### config.mk
export PLATFORM = sky130hd
export DESIGN_NAME = tfhr_port
export DESIGN_NICKNAME = d
export VERILOG_FILES = /design/src/hw/tfhr_pkg.sv /design/src/hw/tfhr_fifo.sv /design/src/hw/tfhr_port.sv
export SDC_FILE = /design/constraint.sdc
export NUM_CORES = 1
export LEC_CHECK = 0
export ABC_AREA = 1
export BUFFER_PORTS_ARGS = -buffer_cell sky130_fd_sc_hd__buf_2
export CORE_MARGIN = 2
export CORE_UTILIZATION = 54
export DETAILED_ROUTE_END_ITERATION = 7
export HOLD_SLACK_MARGIN = 0.06
export PLACE_DENSITY = 0.74
export REMOVE_ABC_BUFFERS = 1
export SYNTH_ARGS = -nofsm -noshare
export SYNTH_HDL_FRONTEND = slang
export SYNTH_SLANG_ARGS = --single-unit
### constraint.sdc
create_clock -name sys_clk -period 13.5 [get_ports sys_clk]
set_input_delay 2.7 -clock sys_clk [delete_from_list [all_inputs] [get_ports sys_clk]]
set_output_delay 2.7 -clock sys_clk [all_outputs]
set_load 0.1 [all_outputs]
### src/hw/tfhr_pkg.sv
package tfhr_pkg;

   // Raw host-side pins, as they arrive from the cable
   typedef struct packed {
      logic cs0_n;
      logic cs1_n;
      logic [2:0] da;
      logic dior_n;
      logic diow_n;
      logic dmack_n;
      logic [15:0] dd;
   } tfhr_pins_t;

   // Cylinder parameter pair handed to the command engine
   typedef struct packed {
      logic [7:0] track_upper_param;
      logic [7:0] track_lower_param;
   } tfhr_params_t;

   // Decoded register target of the current host access
   typedef enum logic [2:0] {
      TGT_NONE = 3'h0,
      TGT_DATA = 3'h1,
      TGT_LOW = 3'h2,
      TGT_HIGH = 3'h3,
      TGT_CMD = 3'h4,
      TGT_CTRL = 3'h5,
      TGT_DMA = 3'h6
   } tfhr_target_t;

   // Register addresses on the DA lines
   localparam logic [2:0] DA_DATA = 3'h0;
   localparam logic [2:0] DA_LOW = 3'h4;
   localparam logic [2:0] DA_HIGH = 3'h5;
   localparam logic [2:0] DA_CMD = 3'h7;
   localparam logic [2:0] DA_CTRL = 3'h6;

   // Control register field positions and reset value
   localparam int CTRL_SRST_BIT = 2;
   localparam int CTRL_NIEN_BIT = 1;
   localparam logic [7:0] CTRL_RESET = 8'h00;
   localparam logic [7:0] CTRL_WR_MASK = 8'h06;
   localparam logic [7:0] PARAM_RESET = 8'h00;
   localparam logic [7:0] STATUS_RESET = 8'h00;

   // Data path sizes
   localparam int WORD_W = 16;
   localparam int FIFO_DEPTH_DEF = 8;

endpackage

### src/hw/tfhr_fifo.sv
`timescale 1ns/100ps
// Small FIFO holding host write words until the core drains them
module tfhr_fifo #(
   parameter int WIDTH = 16,
   parameter int DEPTH = 8
) (
   input wire logic sys_clk,
   input wire logic reset,
   input wire logic in_valid,
   output logic in_ready,
   input wire logic [WIDTH-1:0] in_data,
   output logic out_valid,
   input wire logic out_ready,
   output logic [WIDTH-1:0] out_data
);
   localparam int AW = $clog2(DEPTH);

   logic [WIDTH-1:0] mem [DEPTH]; // Storage, no reset needed
   logic [AW-1:0] wr_ptr; // Next slot to fill
   logic [AW-1:0] rd_ptr; // Next slot to drain
   logic [AW:0] count; // Occupancy, one bit wider than pointers
   logic push;
   logic pop;

   // Handshakes; full and empty come from the true count
   assign in_ready = (count != (AW+1)'(DEPTH));
   assign out_valid = (count != '0);
   assign push = in_valid & in_ready;
   assign pop = out_valid & out_ready;
   assign out_data = mem[rd_ptr];

   // Pointer and count update
   always_ff @(posedge sys_clk or posedge reset) begin
      if (reset) begin
         wr_ptr <= '0;
         rd_ptr <= '0;
         count <= '0;
      end else begin
         if (push)
            wr_ptr <= (wr_ptr == AW'(DEPTH - 1)) ? '0 : wr_ptr + 1'b1;
         if (pop)
            rd_ptr <= (rd_ptr == AW'(DEPTH - 1)) ? '0 : rd_ptr + 1'b1;
         count <= count + (AW+1)'(push) - (AW+1)'(pop);
      end
   end

   // Storage write
   always_ff @(posedge sys_clk) begin
      if (push)
         mem[wr_ptr] <= in_data;
   end

endmodule

### src/hw/tfhr_port.sv
`timescale 1ns/100ps
// How it works
// - Control-block write at alt address hits control
// - Alternate status mirrors primary status exactly
// - Alternate status read keeps pending interrupt
// - Command address reads return primary status
// - Command write starts command only when selected, captures parameters
// - Command write clears pending interrupt
// - Command code is eight bits wide
// - Cylinder registers read/write, valid when not busy
// - PIO and DMA data are 16 bits
// - PIO accesses walk sequential words
// - DMA accesses walk sequential words
// - Control write takes effect immediately
// - Control layout: SRST bit 2, nIEN bit 1
// - INTRQ driven only when enabled and selected
// - SRST triggers software reset
// - Invalid selects release data bus, ignore strobes
// - DEV bit picks device zero or one
// - Primary status read clears pending interrupt
// - SRST resets both devices regardless of selection
module tfhr_port #(
   parameter logic DEV_ID = 1'b0,
   parameter int FIFO_DEPTH = tfhr_pkg::FIFO_DEPTH_DEF
) (
   input wire logic sys_clk,
   input wire logic reset,
   input wire tfhr_pkg::tfhr_pins_t pins,
   input wire logic dev_bit,
   input wire logic [7:0] core_status,
   input wire logic cmd_done,
   input wire logic xfer_out,
   input wire logic dma_active,
   input wire logic [tfhr_pkg::WORD_W-1:0] rd_word,
   input wire logic result_load,
   input wire tfhr_pkg::tfhr_params_t result_params,
   input wire logic wr_ready,
   output logic [tfhr_pkg::WORD_W-1:0] dd_out,
   output logic dd_oe,
   output logic dmarq,
   output logic intrq,
   output logic intrq_oe,
   output logic srst,
   output logic cmd_start,
   output logic [7:0] cmd_code,
   output tfhr_pkg::tfhr_params_t cmd_params,
   output logic rd_take,
   output logic wr_valid,
   output logic [tfhr_pkg::WORD_W-1:0] wr_word
);
   import tfhr_pkg::*;

   // Pin synchronisers; stage one is read by stage two only
   tfhr_pins_t pin_s1;
   tfhr_pins_t pin_s2;
   logic rd_prev; // Accepted read (read_ok) one sample ago
   logic wr_prev; // Write strobe one sample ago
   tfhr_target_t wr_tgt; // Target seen during the write strobe
   logic [WORD_W-1:0] wr_data; // Last data seen during the strobe

   // Register state
   logic [7:0] ctrl; // Host control bits
   logic [7:0] status; // One status copy serves both views
   tfhr_params_t params; // Cylinder pair
   logic pending; // Pending interrupt condition
   logic push; // One-cycle FIFO write
   logic [WORD_W-1:0] push_data;
   logic fifo_in_ready;

   // Decode nets
   logic cs0;
   logic cs1;
   logic dmack;
   logic selected;
   tfhr_target_t cmd_tgt;
   tfhr_target_t tgt;
   logic rd_lvl;
   logic wr_lvl;
   logic read_ok;
   logic rd_rise;
   logic wr_end;
   logic [WORD_W-1:0] read_val;
   logic is_data_rd;
   logic stat_clear;
   logic cmd_wr;
   logic ctrl_wr;
   logic data_wr;
   logic next_pending;

   // Two flip-flops on every pin before any logic looks
   always_ff @(posedge sys_clk or posedge reset) begin
      if (reset) begin
         pin_s1 <= '1;
         pin_s2 <= '1;
      end else begin
         pin_s1 <= pins;
         pin_s2 <= pin_s1;
      end
   end

   // Pins are active low on the cable
   assign cs0 = ~pin_s2.cs0_n;
   assign cs1 = ~pin_s2.cs1_n;
   assign dmack = ~pin_s2.dmack_n;
   assign selected = (dev_bit == DEV_ID);

   // Command block register decode
   assign cmd_tgt = (pin_s2.da == DA_DATA) ? TGT_DATA :
                    (pin_s2.da == DA_LOW) ? TGT_LOW :
                    (pin_s2.da == DA_HIGH) ? TGT_HIGH :
                    (pin_s2.da == DA_CMD) ? TGT_CMD : TGT_NONE;

   // Both selects equal is invalid, except a DMA burst
   assign tgt = (cs0 & ~cs1) ? cmd_tgt :
                (cs1 & ~cs0 & pin_s2.da == DA_CTRL) ? TGT_CTRL :
                (~cs0 & ~cs1 & dmack) ? TGT_DMA : TGT_NONE;

   assign rd_lvl = ~pin_s2.dior_n;
   assign wr_lvl = ~pin_s2.diow_n;

   // Only the selected device answers register reads
   assign read_ok = rd_lvl & (tgt != TGT_NONE) &
                    ((tgt == TGT_DMA) ? dma_active : selected);
   assign rd_rise = read_ok & ~rd_prev;
   assign wr_end = wr_prev & ~wr_lvl;

   // Read mux; both status views share one register
   always_comb begin
      read_val = '0;
      unique case (tgt)
         TGT_DATA, TGT_DMA: read_val = rd_word;
         TGT_LOW: read_val = {8'h00, params.track_lower_param};
         TGT_HIGH: read_val = {8'h00, params.track_upper_param};
         TGT_CMD: read_val = {8'h00, status};
         TGT_CTRL: read_val = {8'h00, status};
         TGT_NONE: read_val = '0;
         default: read_val = '0;
      endcase
   end

   // Data reads advance the word stream, only in out direction
   assign is_data_rd = ((tgt == TGT_DATA) | (tgt == TGT_DMA)) & xfer_out;
   // Only the primary status read clears; alternate does not
   assign stat_clear = rd_rise & (tgt == TGT_CMD);

   // Write effects land at the end of the strobe
   assign cmd_wr = wr_end & (wr_tgt == TGT_CMD);
   assign ctrl_wr = wr_end & (wr_tgt == TGT_CTRL);
   // Wrong-direction data writes are dropped
   assign data_wr = wr_end & ~xfer_out &
                    ((wr_tgt == TGT_DATA) |
                     ((wr_tgt == TGT_DMA) & dma_active));

   // Completion wins over a clear in the same cycle
   assign next_pending = cmd_done ? 1'b1 :
                         (srst | cmd_wr | stat_clear) ? 1'b0 :
                         pending;

   // Strobe history and write capture
   always_ff @(posedge sys_clk or posedge reset) begin
      if (reset) begin
         rd_prev <= 1'b0;
         wr_prev <= 1'b0;
         wr_tgt <= TGT_NONE;
         wr_data <= '0;
      end else begin
         rd_prev <= read_ok;
         wr_prev <= wr_lvl;
         if (wr_lvl) begin
            wr_tgt <= tgt;
            wr_data <= pin_s2.dd;
         end
      end
   end

   // Bus drive: latch word on read start, release otherwise
   always_ff @(posedge sys_clk or posedge reset) begin
      if (reset) begin
         dd_out <= '0;
         dd_oe <= 1'b0;
         rd_take <= 1'b0;
      end else begin
         dd_oe <= read_ok;
         rd_take <= rd_rise & is_data_rd;
         if (rd_rise)
            dd_out <= read_val;
      end
   end

   // Control register applies on the write itself
   always_ff @(posedge sys_clk or posedge reset) begin
      if (reset)
         ctrl <= CTRL_RESET;
      else if (ctrl_wr)
         ctrl <= wr_data[7:0] & CTRL_WR_MASK;
   end

   // Status snapshot and cylinder registers
   always_ff @(posedge sys_clk or posedge reset) begin
      if (reset) begin
         status <= STATUS_RESET;
         params <= {PARAM_RESET, PARAM_RESET};
      end else begin
         status <= core_status;
         if (wr_end & (wr_tgt == TGT_LOW))
            params.track_lower_param <= wr_data[7:0];
         else if (wr_end & (wr_tgt == TGT_HIGH))
            params.track_upper_param <= wr_data[7:0];
         else if (result_load)
            params <= result_params;
      end
   end

   // Command launch; registers go to both devices, only one runs
   always_ff @(posedge sys_clk or posedge reset) begin
      if (reset) begin
         cmd_start <= 1'b0;
         cmd_code <= 8'h00;
         cmd_params <= {PARAM_RESET, PARAM_RESET};
      end else begin
         cmd_start <= cmd_wr & selected;
         if (cmd_wr) begin
            cmd_code <= wr_data[7:0];
            cmd_params <= params;
         end
      end
   end

   // Interrupt flag, reset bit and tri-state gating
   always_ff @(posedge sys_clk or posedge reset) begin
      if (reset) begin
         pending <= 1'b0;
         intrq <= 1'b0;
         intrq_oe <= 1'b0;
         srst <= 1'b0;
      end else begin
         pending <= next_pending;
         intrq <= pending;
         intrq_oe <= selected & ~ctrl[CTRL_NIEN_BIT];
         // Reset is honoured whatever the selection
         srst <= ctrl[CTRL_SRST_BIT];
      end
   end

   // Request DMA on out bursts, or on in bursts only while the FIFO can take a word
   always_ff @(posedge sys_clk or posedge reset) begin
      if (reset) begin
         dmarq <= 1'b0;
         push <= 1'b0;
         push_data <= '0;
      end else begin
         dmarq <= dma_active & (xfer_out | fifo_in_ready);
         push <= data_wr;
         push_data <= wr_data;
      end
   end

   // A full FIFO drops DMARQ in the in direction; PIO writes past full are lost
   tfhr_fifo #(
      .WIDTH(WORD_W),
      .DEPTH(FIFO_DEPTH)
   ) u_fifo (
      .sys_clk(sys_clk),
      .reset(reset),
      .in_valid(push),
      .in_ready(fifo_in_ready),
      .in_data(push_data),
      .out_valid(wr_valid),
      .out_ready(wr_ready),
      .out_data(wr_word)
   );
endmodule

# After elaboration in Yosys (flattened, before gate mapping)

Memory sizes are Yosys's and may differ from the RTL's.
Cells that the tools add are included.

Flip-flop bits (word level): 169
RAM bits: 128
Input bits: 72
Output and inout bits: 64
Word-level logic and storage cells: 131
Memories: 1

$add $sub $neg: 4
Equal/unequal tests: 20
Muxes and demuxes: 19
Bitwise gates (word level): 39
Reductions and logical operators: 10

Memory list:

| name       | words | bits a word | rd ports | clocked after memory_dff | wr ports | RTL line        | RTL |
|---|---|---|---|---|---|---|---|
| u_fifo.mem | 8     | 16          | 1        | 0                        | 1        | tfhr_fifo.sv:18 | `logic [WIDTH-1:0] mem [DEPTH];` |

Operator list:

| operator                                                               | number |
|---|---|
| 16-bit one-hot mux with 4 select lines                                 | 1 |
| 3-bit equality test (second input constant)                            | 12 |
| 3-bit two-way mux                                                      | 9 |
| 1-bit bitwise AND                                                      | 24 |
| 8-bit two-way mux                                                      | 3 |
| 16-bit two-way mux                                                     | 1 |
| 3-bit by 2-bit equality test with 1-bit output (second input constant) | 4 |
| 1-bit NOT                                                              | 10 |
| 3-bit by 1-bit adder with 3-bit output (second input constant)         | 2 |
| 3-bit by 1-bit equality test with 1-bit output (second input constant) | 2 |
| 2-bit nonzero test                                                     | 3 |
| 1-bit two-way mux                                                      | 5 |
| 1-bit bitwise OR                                                       | 5 |
| 4-bit by 1-bit adder with 4-bit output                                 | 1 |
| 4-bit != test (second input constant)                                  | 1 |
| 2-bit AND reduction                                                    | 2 |
| 4-bit nonzero test                                                     | 1 |
| 2-bit OR reduction                                                     | 2 |
| 4-bit by 1-bit subtractor with 4-bit output                            | 1 |
| 3-bit logical NOT                                                      | 1 |
| 3-bit nonzero test                                                     | 1 |
| 2-bit != test (second input constant)                                  | 1 |

# Logic depth before layout (Yosys ltp)

Gate-level depths: netlist (run 1).

Depth in word-level cells: 14
Depth in mapped cells: 13
Depth with buffers taken out: 12

# Hierarchy

From an unflattened synthesis (run 1), not the netlist that was laid out.

Cells, all modules: 1,159
Area, all modules: 12,022.8 um2

By module, submodules not included:

| module    | instances | cells each | area each (um2) | seq. area each (um2) |
|---|---|---|---|---|
| tfhr_fifo | 1         | 627        | 6,241.0         | 4,093.9 |
| tfhr_port | 1         | 532        | 5,781.8         | 4,038.9 |

# Worst setup path before layout (run 1)

No wires, ideal clock.

Kind: flip-flop to output port
From: register u_fifo.rd_ptr[0]
To: output port wr_word[0] in the netlist's numbering
Arrival: 2.793 ns
Required time: 10.800 ns
Path slack: 8.007 ns
Stages on the path, launching flop included: 7
Buffers on the path: 3
Cell sequence: dfrtp_1 buf_2 inv_1 buf_4 clkbuf_1 o21ai_0 a31oi_1

Word-level cells in the longest chain between the ends: 1

Ends and longest elaborated chain:

| item                   | RTL line        | RTL |
|---|---|---|
| from (decl)            | tfhr_fifo.sv:20 | `logic [AW-1:0] rd_ptr;` |
| from (signal assigned) | tfhr_fifo.sv:42 | `rd_ptr <= (rd_ptr == AW'(DEPTH - 1)) ? '0 : rd_ptr + 1'b1;` |
| memory read 8 x 16 bit | n/a             |  |
| to (decl)              | tfhr_port.sv:49 | `output logic [tfhr_pkg::WORD_W-1:0] wr_word` |

Every way passes these cells.

# Final worst setup path (run 1)

From: register u_fifo.rd_ptr[0]
To: output port wr_word[15] in the netlist's numbering

Same word-level chain as after synthesis.

==> metrics, run 1 <==
vias in the first global route 7107; met3 GRT Util 0.0282; pwr/cell area 223 nW/um^2; slowest CP cell inv_1; Layout area overhead 16.5%; HP Class flop to flop; outcome complete, no violations; Final Hold Fails 0; IO Count 136; max_cap viols 0; register area share after synthesis 0.723; antenna violations before repair 2; WL final 23200 um; CTS max path bufs 3; GR Util met2 0.351; TritonCTS Buffers 29; gpl congestion 0.817; H-tree Lvls 1; total negative slack 0 ns; Worst setup SP type flop; Nets 1177; CTS-repair resized insts 0; hold_buf cts 0; Core ar. 20400 sq um; first-pass GRT wire length 36800 um; Yosys reg bits 297; clk_lat worst skew 0.53 ns; DR vias 7204; via-per-instance ratio 5.19; Worst-Margin Slew 1.15 ns; most frequent cell after synthesis nand2_1; VDD IR max 0.000118 V; GRT met1 Usage 0.296; share of layout cells above drive strength 1 0.239; clk slew on worst S/H paths 0.06 ns; Worst Path Required 10.80 ns; Synth top area share 0.342; Die Span Y 148 um; async set or reset register ratio after synthesis 0.569; ANT nets after route 0; CP endpoint kind output port; initial DRC count 548; FMAX 177 MHz; max-slew violation count 0; relative slew slack 0.231; CTS root buf clkbuf_16; Die X 148 um; Total GRT Usage 0.213; Syn Inst Count 963; synthesized area 11300 sq um; row count 52; Detailed Place HPWL 14500 um; worst hold stages 0; origin of the worst setup path u_fifo.rd_ptr[0]$_DFFE_PP0P_; DRC Markers 0; post-synth top area cell edfxtp_1; Post-synth EDFFs 128; GRT busiest layer met2; Buffers on Ports 135; LEAKAGE 5.63 nW; pin count of the biggest net entering global routing 96; CP Max Fanout 38; Final Core Density 0.644; TritonCTS clock tree built; WP data arrival 2.95 ns; Worst Clk Skew 0.00946 ns; worst hold start pin_s1[9]$_DFF_PP1_; Worst path max stage delay 0.58 ns; top area cells in the synthesized netlist edfxtp_1 (34%), dfrtp_1 (27%), dfstp_2 (11%), nand2_1 (5.6%), o21ai_0 (5.2%); unrepaired setup endpoints after global routing no; R2R cell count 8; post-CTS setup buffers 0; CP Class flop to output port; Fillers 1518; Sink Count 297; R2R Path Start pin_s2[21]$_DFF_PP1_; drt pass-1 iters 5; Commonest cells post-synth nand2_1 (168), nor2_1 (136), edfxtp_1 (128), dfrtp_1 (121), o21ai_0 (116); die area 22000 sq um; Synthesis Warnings 0; Yosys cell types 39; crit share post-route 0.419; CP cell instances inv_1 > buf_4 > o21ai_0 > o22ai_1 > nor2_1 > a31oi_1 > buf_2; Avg Inst Size Synth 11.7 sq um; Tmin final 5.65 ns; final setup vio count 0; Initial Utilization 0.553; total congestion overflow 0; Primary FF master, synth edfxtp_1; WL/cell 16.7 um
==> sequential cells by signal (all words and copies together) (netlist names), 2 cells and up <==
signal / cells
cmd_params: 16
push_data: 16
u_fifo.wr_ptr: 3
params: 16
status: 8
ctrl: 2
pin_s2: 24
wr_data: 16
u_fifo.mem: 128
u_fifo.count: 4
wr_tgt: 3
cmd_code: 8
dd_out: 16
pin_s1: 24
u_fifo.rd_ptr: 3
==> worst max-delay path, delay by kind of cell (launching register included) <==
kind	cells	cell delay [ns]
buffers and inverters	3	1.47
AO/OA/AOI/OAI	3	0.49
flip-flops	1	0.38
AND/OR/NAND/NOR	1	0.06
==> metal layers <==
metal	wire (um)	share of wire
met1	10000	0.43
met4	688	0.030
met3	1320	0.057
met2	11100	0.48
met5	0	0
==> cell usage in the layout, fill, tap and decap left out, types with 3 or more instances in the layout <==
cell / instances
clkbuf_16: 30
nand3_1: 32
nor2_2: 8
dfstp_2: 48
clkinv_2: 3
nand2_1: 168
buf_4: 6
a31oi_1: 17
nor2_1: 128
nand4_1: 8
mux2_2: 4
inv_1: 59
nor3_1: 6
clkbuf_8: 7
o21ai_0: 116
o211ai_1: 4
clkbuf_1: 6
o22ai_1: 17
buf_2: 135
inv_2: 6
o21ai_1: 15
nand2_2: 4
ha_1: 10
dfrtp_1: 121
edfxtp_1: 128
a211oi_1: 4
clkbuf_4: 3
==> where the power goes <==
part | internal, mW | total, mW | leakage, nW | switching, mW
logic | 0.191 | 1.06 | 1.99 | 0.868
clock network | 0.471 | 0.794 | 0.476 | 0.323
registers | 1.03 | 1.07 | 3.17 | 0.0473
total | 1.69 | 2.93 | 5.63 | 1.24
==> through the flow <==
step | instance area [sq um] | instances | hold WS, ns | setup slack [ns] | power, mW
finish | 13100 | 1388 | 0.351 | 7.85 | 2.93
CTS | 13100 | 1386 | 0.351 | 7.80 | 2.95
global route | 13100 | 1387 | 0.354 | 7.65 | 3.05
detailed placement | 12200 | 1333 | 0.347 | 8.38 | 2.15
global placement | 12200 | 1333 | 0.346 | 8.41 | 2.13
floorplan | 11100 | 922 | 0.345 | 6.30 | 1.94
==> final cells by class <==
| type | instances | area [sq um] | area share |
|---|---|---|---|
| Multi-Input combinational cell | 558 | 2700 | 0.206 |
| Clock buffer | 46 | 892 | 0.0680 |
| Antenna cell | 2 | 5.00 | 0.000382 |
| Inverter | 67 | 256 | 0.0196 |
| Sequential cell | 297 | 8130 | 0.620 |
| Timing Repair Buffer | 141 | 721 | 0.0550 |
| Clock inverter | 7 | 67.6 | 0.00515 |
| Tap cell | 270 | 338 | 0.0258 |
==> worst paths after layout <==
kind / slack, ns / endpoint
worst min register to register: 0.35 / pin_s2[9]$_DFF_PP1_
worst min-delay path: 0.35 / pin_s2[9]$_DFF_PP1_
worst max-delay path: 7.85 / wr_word[15]
max in group asynchronous: 9.70 / wr_data[7]$_DFFE_PP0N_
min in group asynchronous: 2.33 / wr_data[8]$_DFFE_PP0N_
worst max register to register: 10.96 / dd_out[5]$_DFFE_PP0P_
==> logic make-up (layout without fill, tap and decap cells) <==
family,after synthesis,after routing,synth area share
and+or+nand+nor,362,362,0.132
buffers and inverters,108,261,0.0390
adders and majority gates,11,11,0.0129
AOI/OAI and AO/OA,179,179,0.0879
muxes,4,4,0.00400
xor gates and xnor gates,2,2,0.00156
other,0,2,0
DFF,297,297,0.723
(Power assumes the default switching activity.)
==> run 2, diff against run 1 <==
==> constraint.sdc (replaced) <==
create_clock -name sys_clk -period 5.4 [get_ports sys_clk]
set_input_delay 1.08 -clock sys_clk [delete_from_list [all_inputs] [get_ports sys_clk]]
set_output_delay 1.08 -clock sys_clk [all_outputs]
set_load 0.1 [all_outputs]
==> metrics, run 2 (same netlist as run 1, synthesis figures left out) <==
outcome complete, no violations; Final Hold Fails 0 (unchanged); CTS max path bufs 3 (unchanged); H-tree Lvls 1 (unchanged); Crit path max-delay family buffers and inverters; worst hold stages 0 (unchanged); CP Max Fanout 33 (-13%); total congestion overflow 0 (unchanged); Buffers on Ports 135 (unchanged); ANT nets after route 0 (unchanged); final setup vio count 0 (unchanged); PnR worst setup slack 1.38 ns (-6.47 ns); CP Depth 6 (-1); HP Class flop to flop; share of layout cells above drive strength 1 0.237 (-0.00269); pin count of the biggest net entering global routing 105 (+9.4%); max_cap viols 0 (unchanged); CTS-repair resized insts 0 (unchanged); DR vias 7353 (+2.1%); CP Buf/Inv Count 2 (-1); clk slew on worst S/H paths 0.06 ns (about the same); post-CTS setup buffers 0 (unchanged); Worst path max stage delay 0.79 ns (+0.21 ns); drt pass-1 iters 6 (+1); Power Total 7.26 mW (+150%); total negative slack 0 ns (unchanged); hold_buf cts 0 (unchanged); antenna violations before repair 0 (-2); Cells after DPL 1334 (+0.075%); Worst Path Required 4.32 ns (-6.48 ns); relative slew slack 0.201 (-0.0301); max reg flops 128 (unchanged); CTS root buf clkbuf_16; CP endpoint kind output port; DRC Markers 0 (unchanged); WL final 23100 um (-0.26%); Die Span Y 148 um (unchanged); WL/cell 16.7 um (-0.19%); TritonCTS Buffers 28 (-3.4%); Worst setup SP type flop; first-pass GRT wire length 36500 um (-0.75%); initial DRC count 576 (+5.1%); Total GRT Usage 0.213 (about the same); Worst-Margin Slew 1.20 ns (+0.0451 ns); Final Core Density 0.643 (-0.000983); cell area after layout 13100 sq um (-0.15%); Initial Utilization 0.553 (unchanged); slowest CP cell inv_1; R2R cell count 8 (unchanged); hold_ws 0.350 ns (-0.00134 ns); WP data arrival 2.94 ns (about the same); TritonCTS clock tree built; CP Class flop to output port; VDD IR max 0.000346 V (+190%); die area 22000 sq um (unchanged); IO Count 136 (unchanged); commonest cells after routing, fill and taps aside nand2_1 (168), buf_2 (135), nor2_1 (129); vias in the first global route 7108 (+0.014%); gpl congestion 0.820 (+0.39%); max-slew violation count 0 (unchanged); pwr/cell area 555 nW/um^2 (+150%); row count 52 (unchanged); Detailed Place HPWL 14300 um (-1.6%); clk_lat worst skew 0.53 ns (about the same); DP Area 12200 sq um (+0.14%); unrepaired setup endpoints after global routing no; commonest non-fill, non-tap cell in the layout nand2_1; Sink Count 297 (unchanged); most flop-heavy register u_fifo.mem; Non-Filler Instances 1387 (-0.072%); Nets 1177 (unchanged); CP cell instances inv_1 > o21ai_0 > o22ai_1 > nor2_1 > a31oi_1 > buf_2; crit share post-route 0.745; pre-CTS setup slack 1.97 ns (-6.41 ns); FMAX 249 MHz; Core ar. 20400 sq um (unchanged); Worst Clk Skew 0.00704 ns (-0.00242 ns); Layout area overhead 16.4%; reg-to-reg slack, setup 2.81 ns (-8.15 ns); Fillers 1577 (+3.9%); Tmin final 4.02 ns; largest registers u_fifo.mem (128), pin_s1 (24), pin_s2 (24); Die X 148 um (unchanged); via-per-instance ratio 5.30 (+2.1%); LEAKAGE 5.62 nW (-0.22%)
run 2: final cells by class:
cell class | instances | area, sq um | area share
inverters | 67 | 256 | 0.0196
well taps | 270 | 338 | 0.0258
diodes | 1 | 2.50 | 0.000191
flip-flops and latches | 297 | 8130 | 0.621
clock buffers | 43 | 848 | 0.0648
clock inverters | 9 | 76.3 | 0.00583
multi-input cells | 558 | 2700 | 0.206
repair buffers | 142 | 741 | 0.0566
run 2: worst paths after layout:
path,startpoint,to
max reg2reg,pin_s2[21]$_DFF_PP1_,dd_out[2]$_DFFE_PP0P_
min,pin_s1[15]$_DFF_PP1_,pin_s2[15]$_DFF_PP1_
min in group asynchronous,reset,push_data[13]$_DFF_PP0_
min reg2reg,pin_s1[15]$_DFF_PP1_,pin_s2[15]$_DFF_PP1_
max,u_fifo.rd_ptr[1]$_DFFE_PP0P_,wr_word[15]
max in group asynchronous,reset,pin_s2[18]$_DFF_PP1_
run 2: routing by layer:
layer,share of wire,routed length (um),global-route usage
met2,0.47,11000,0.346
met5,0,0,0
met3,0.072,1670,0.0371
met1,0.43,9900,0.296
met4,0.025,584,0.0714
run 2: report_power, final:
part	total [mW]	leakage, nW	internal (mW)	switching, mW
Combinational	2.66	2.00	0.483	2.18
Sequential	2.69	3.17	2.57	0.119
Clock	1.92	0.452	1.13	0.789
Total	7.26	5.62	4.18	3.09
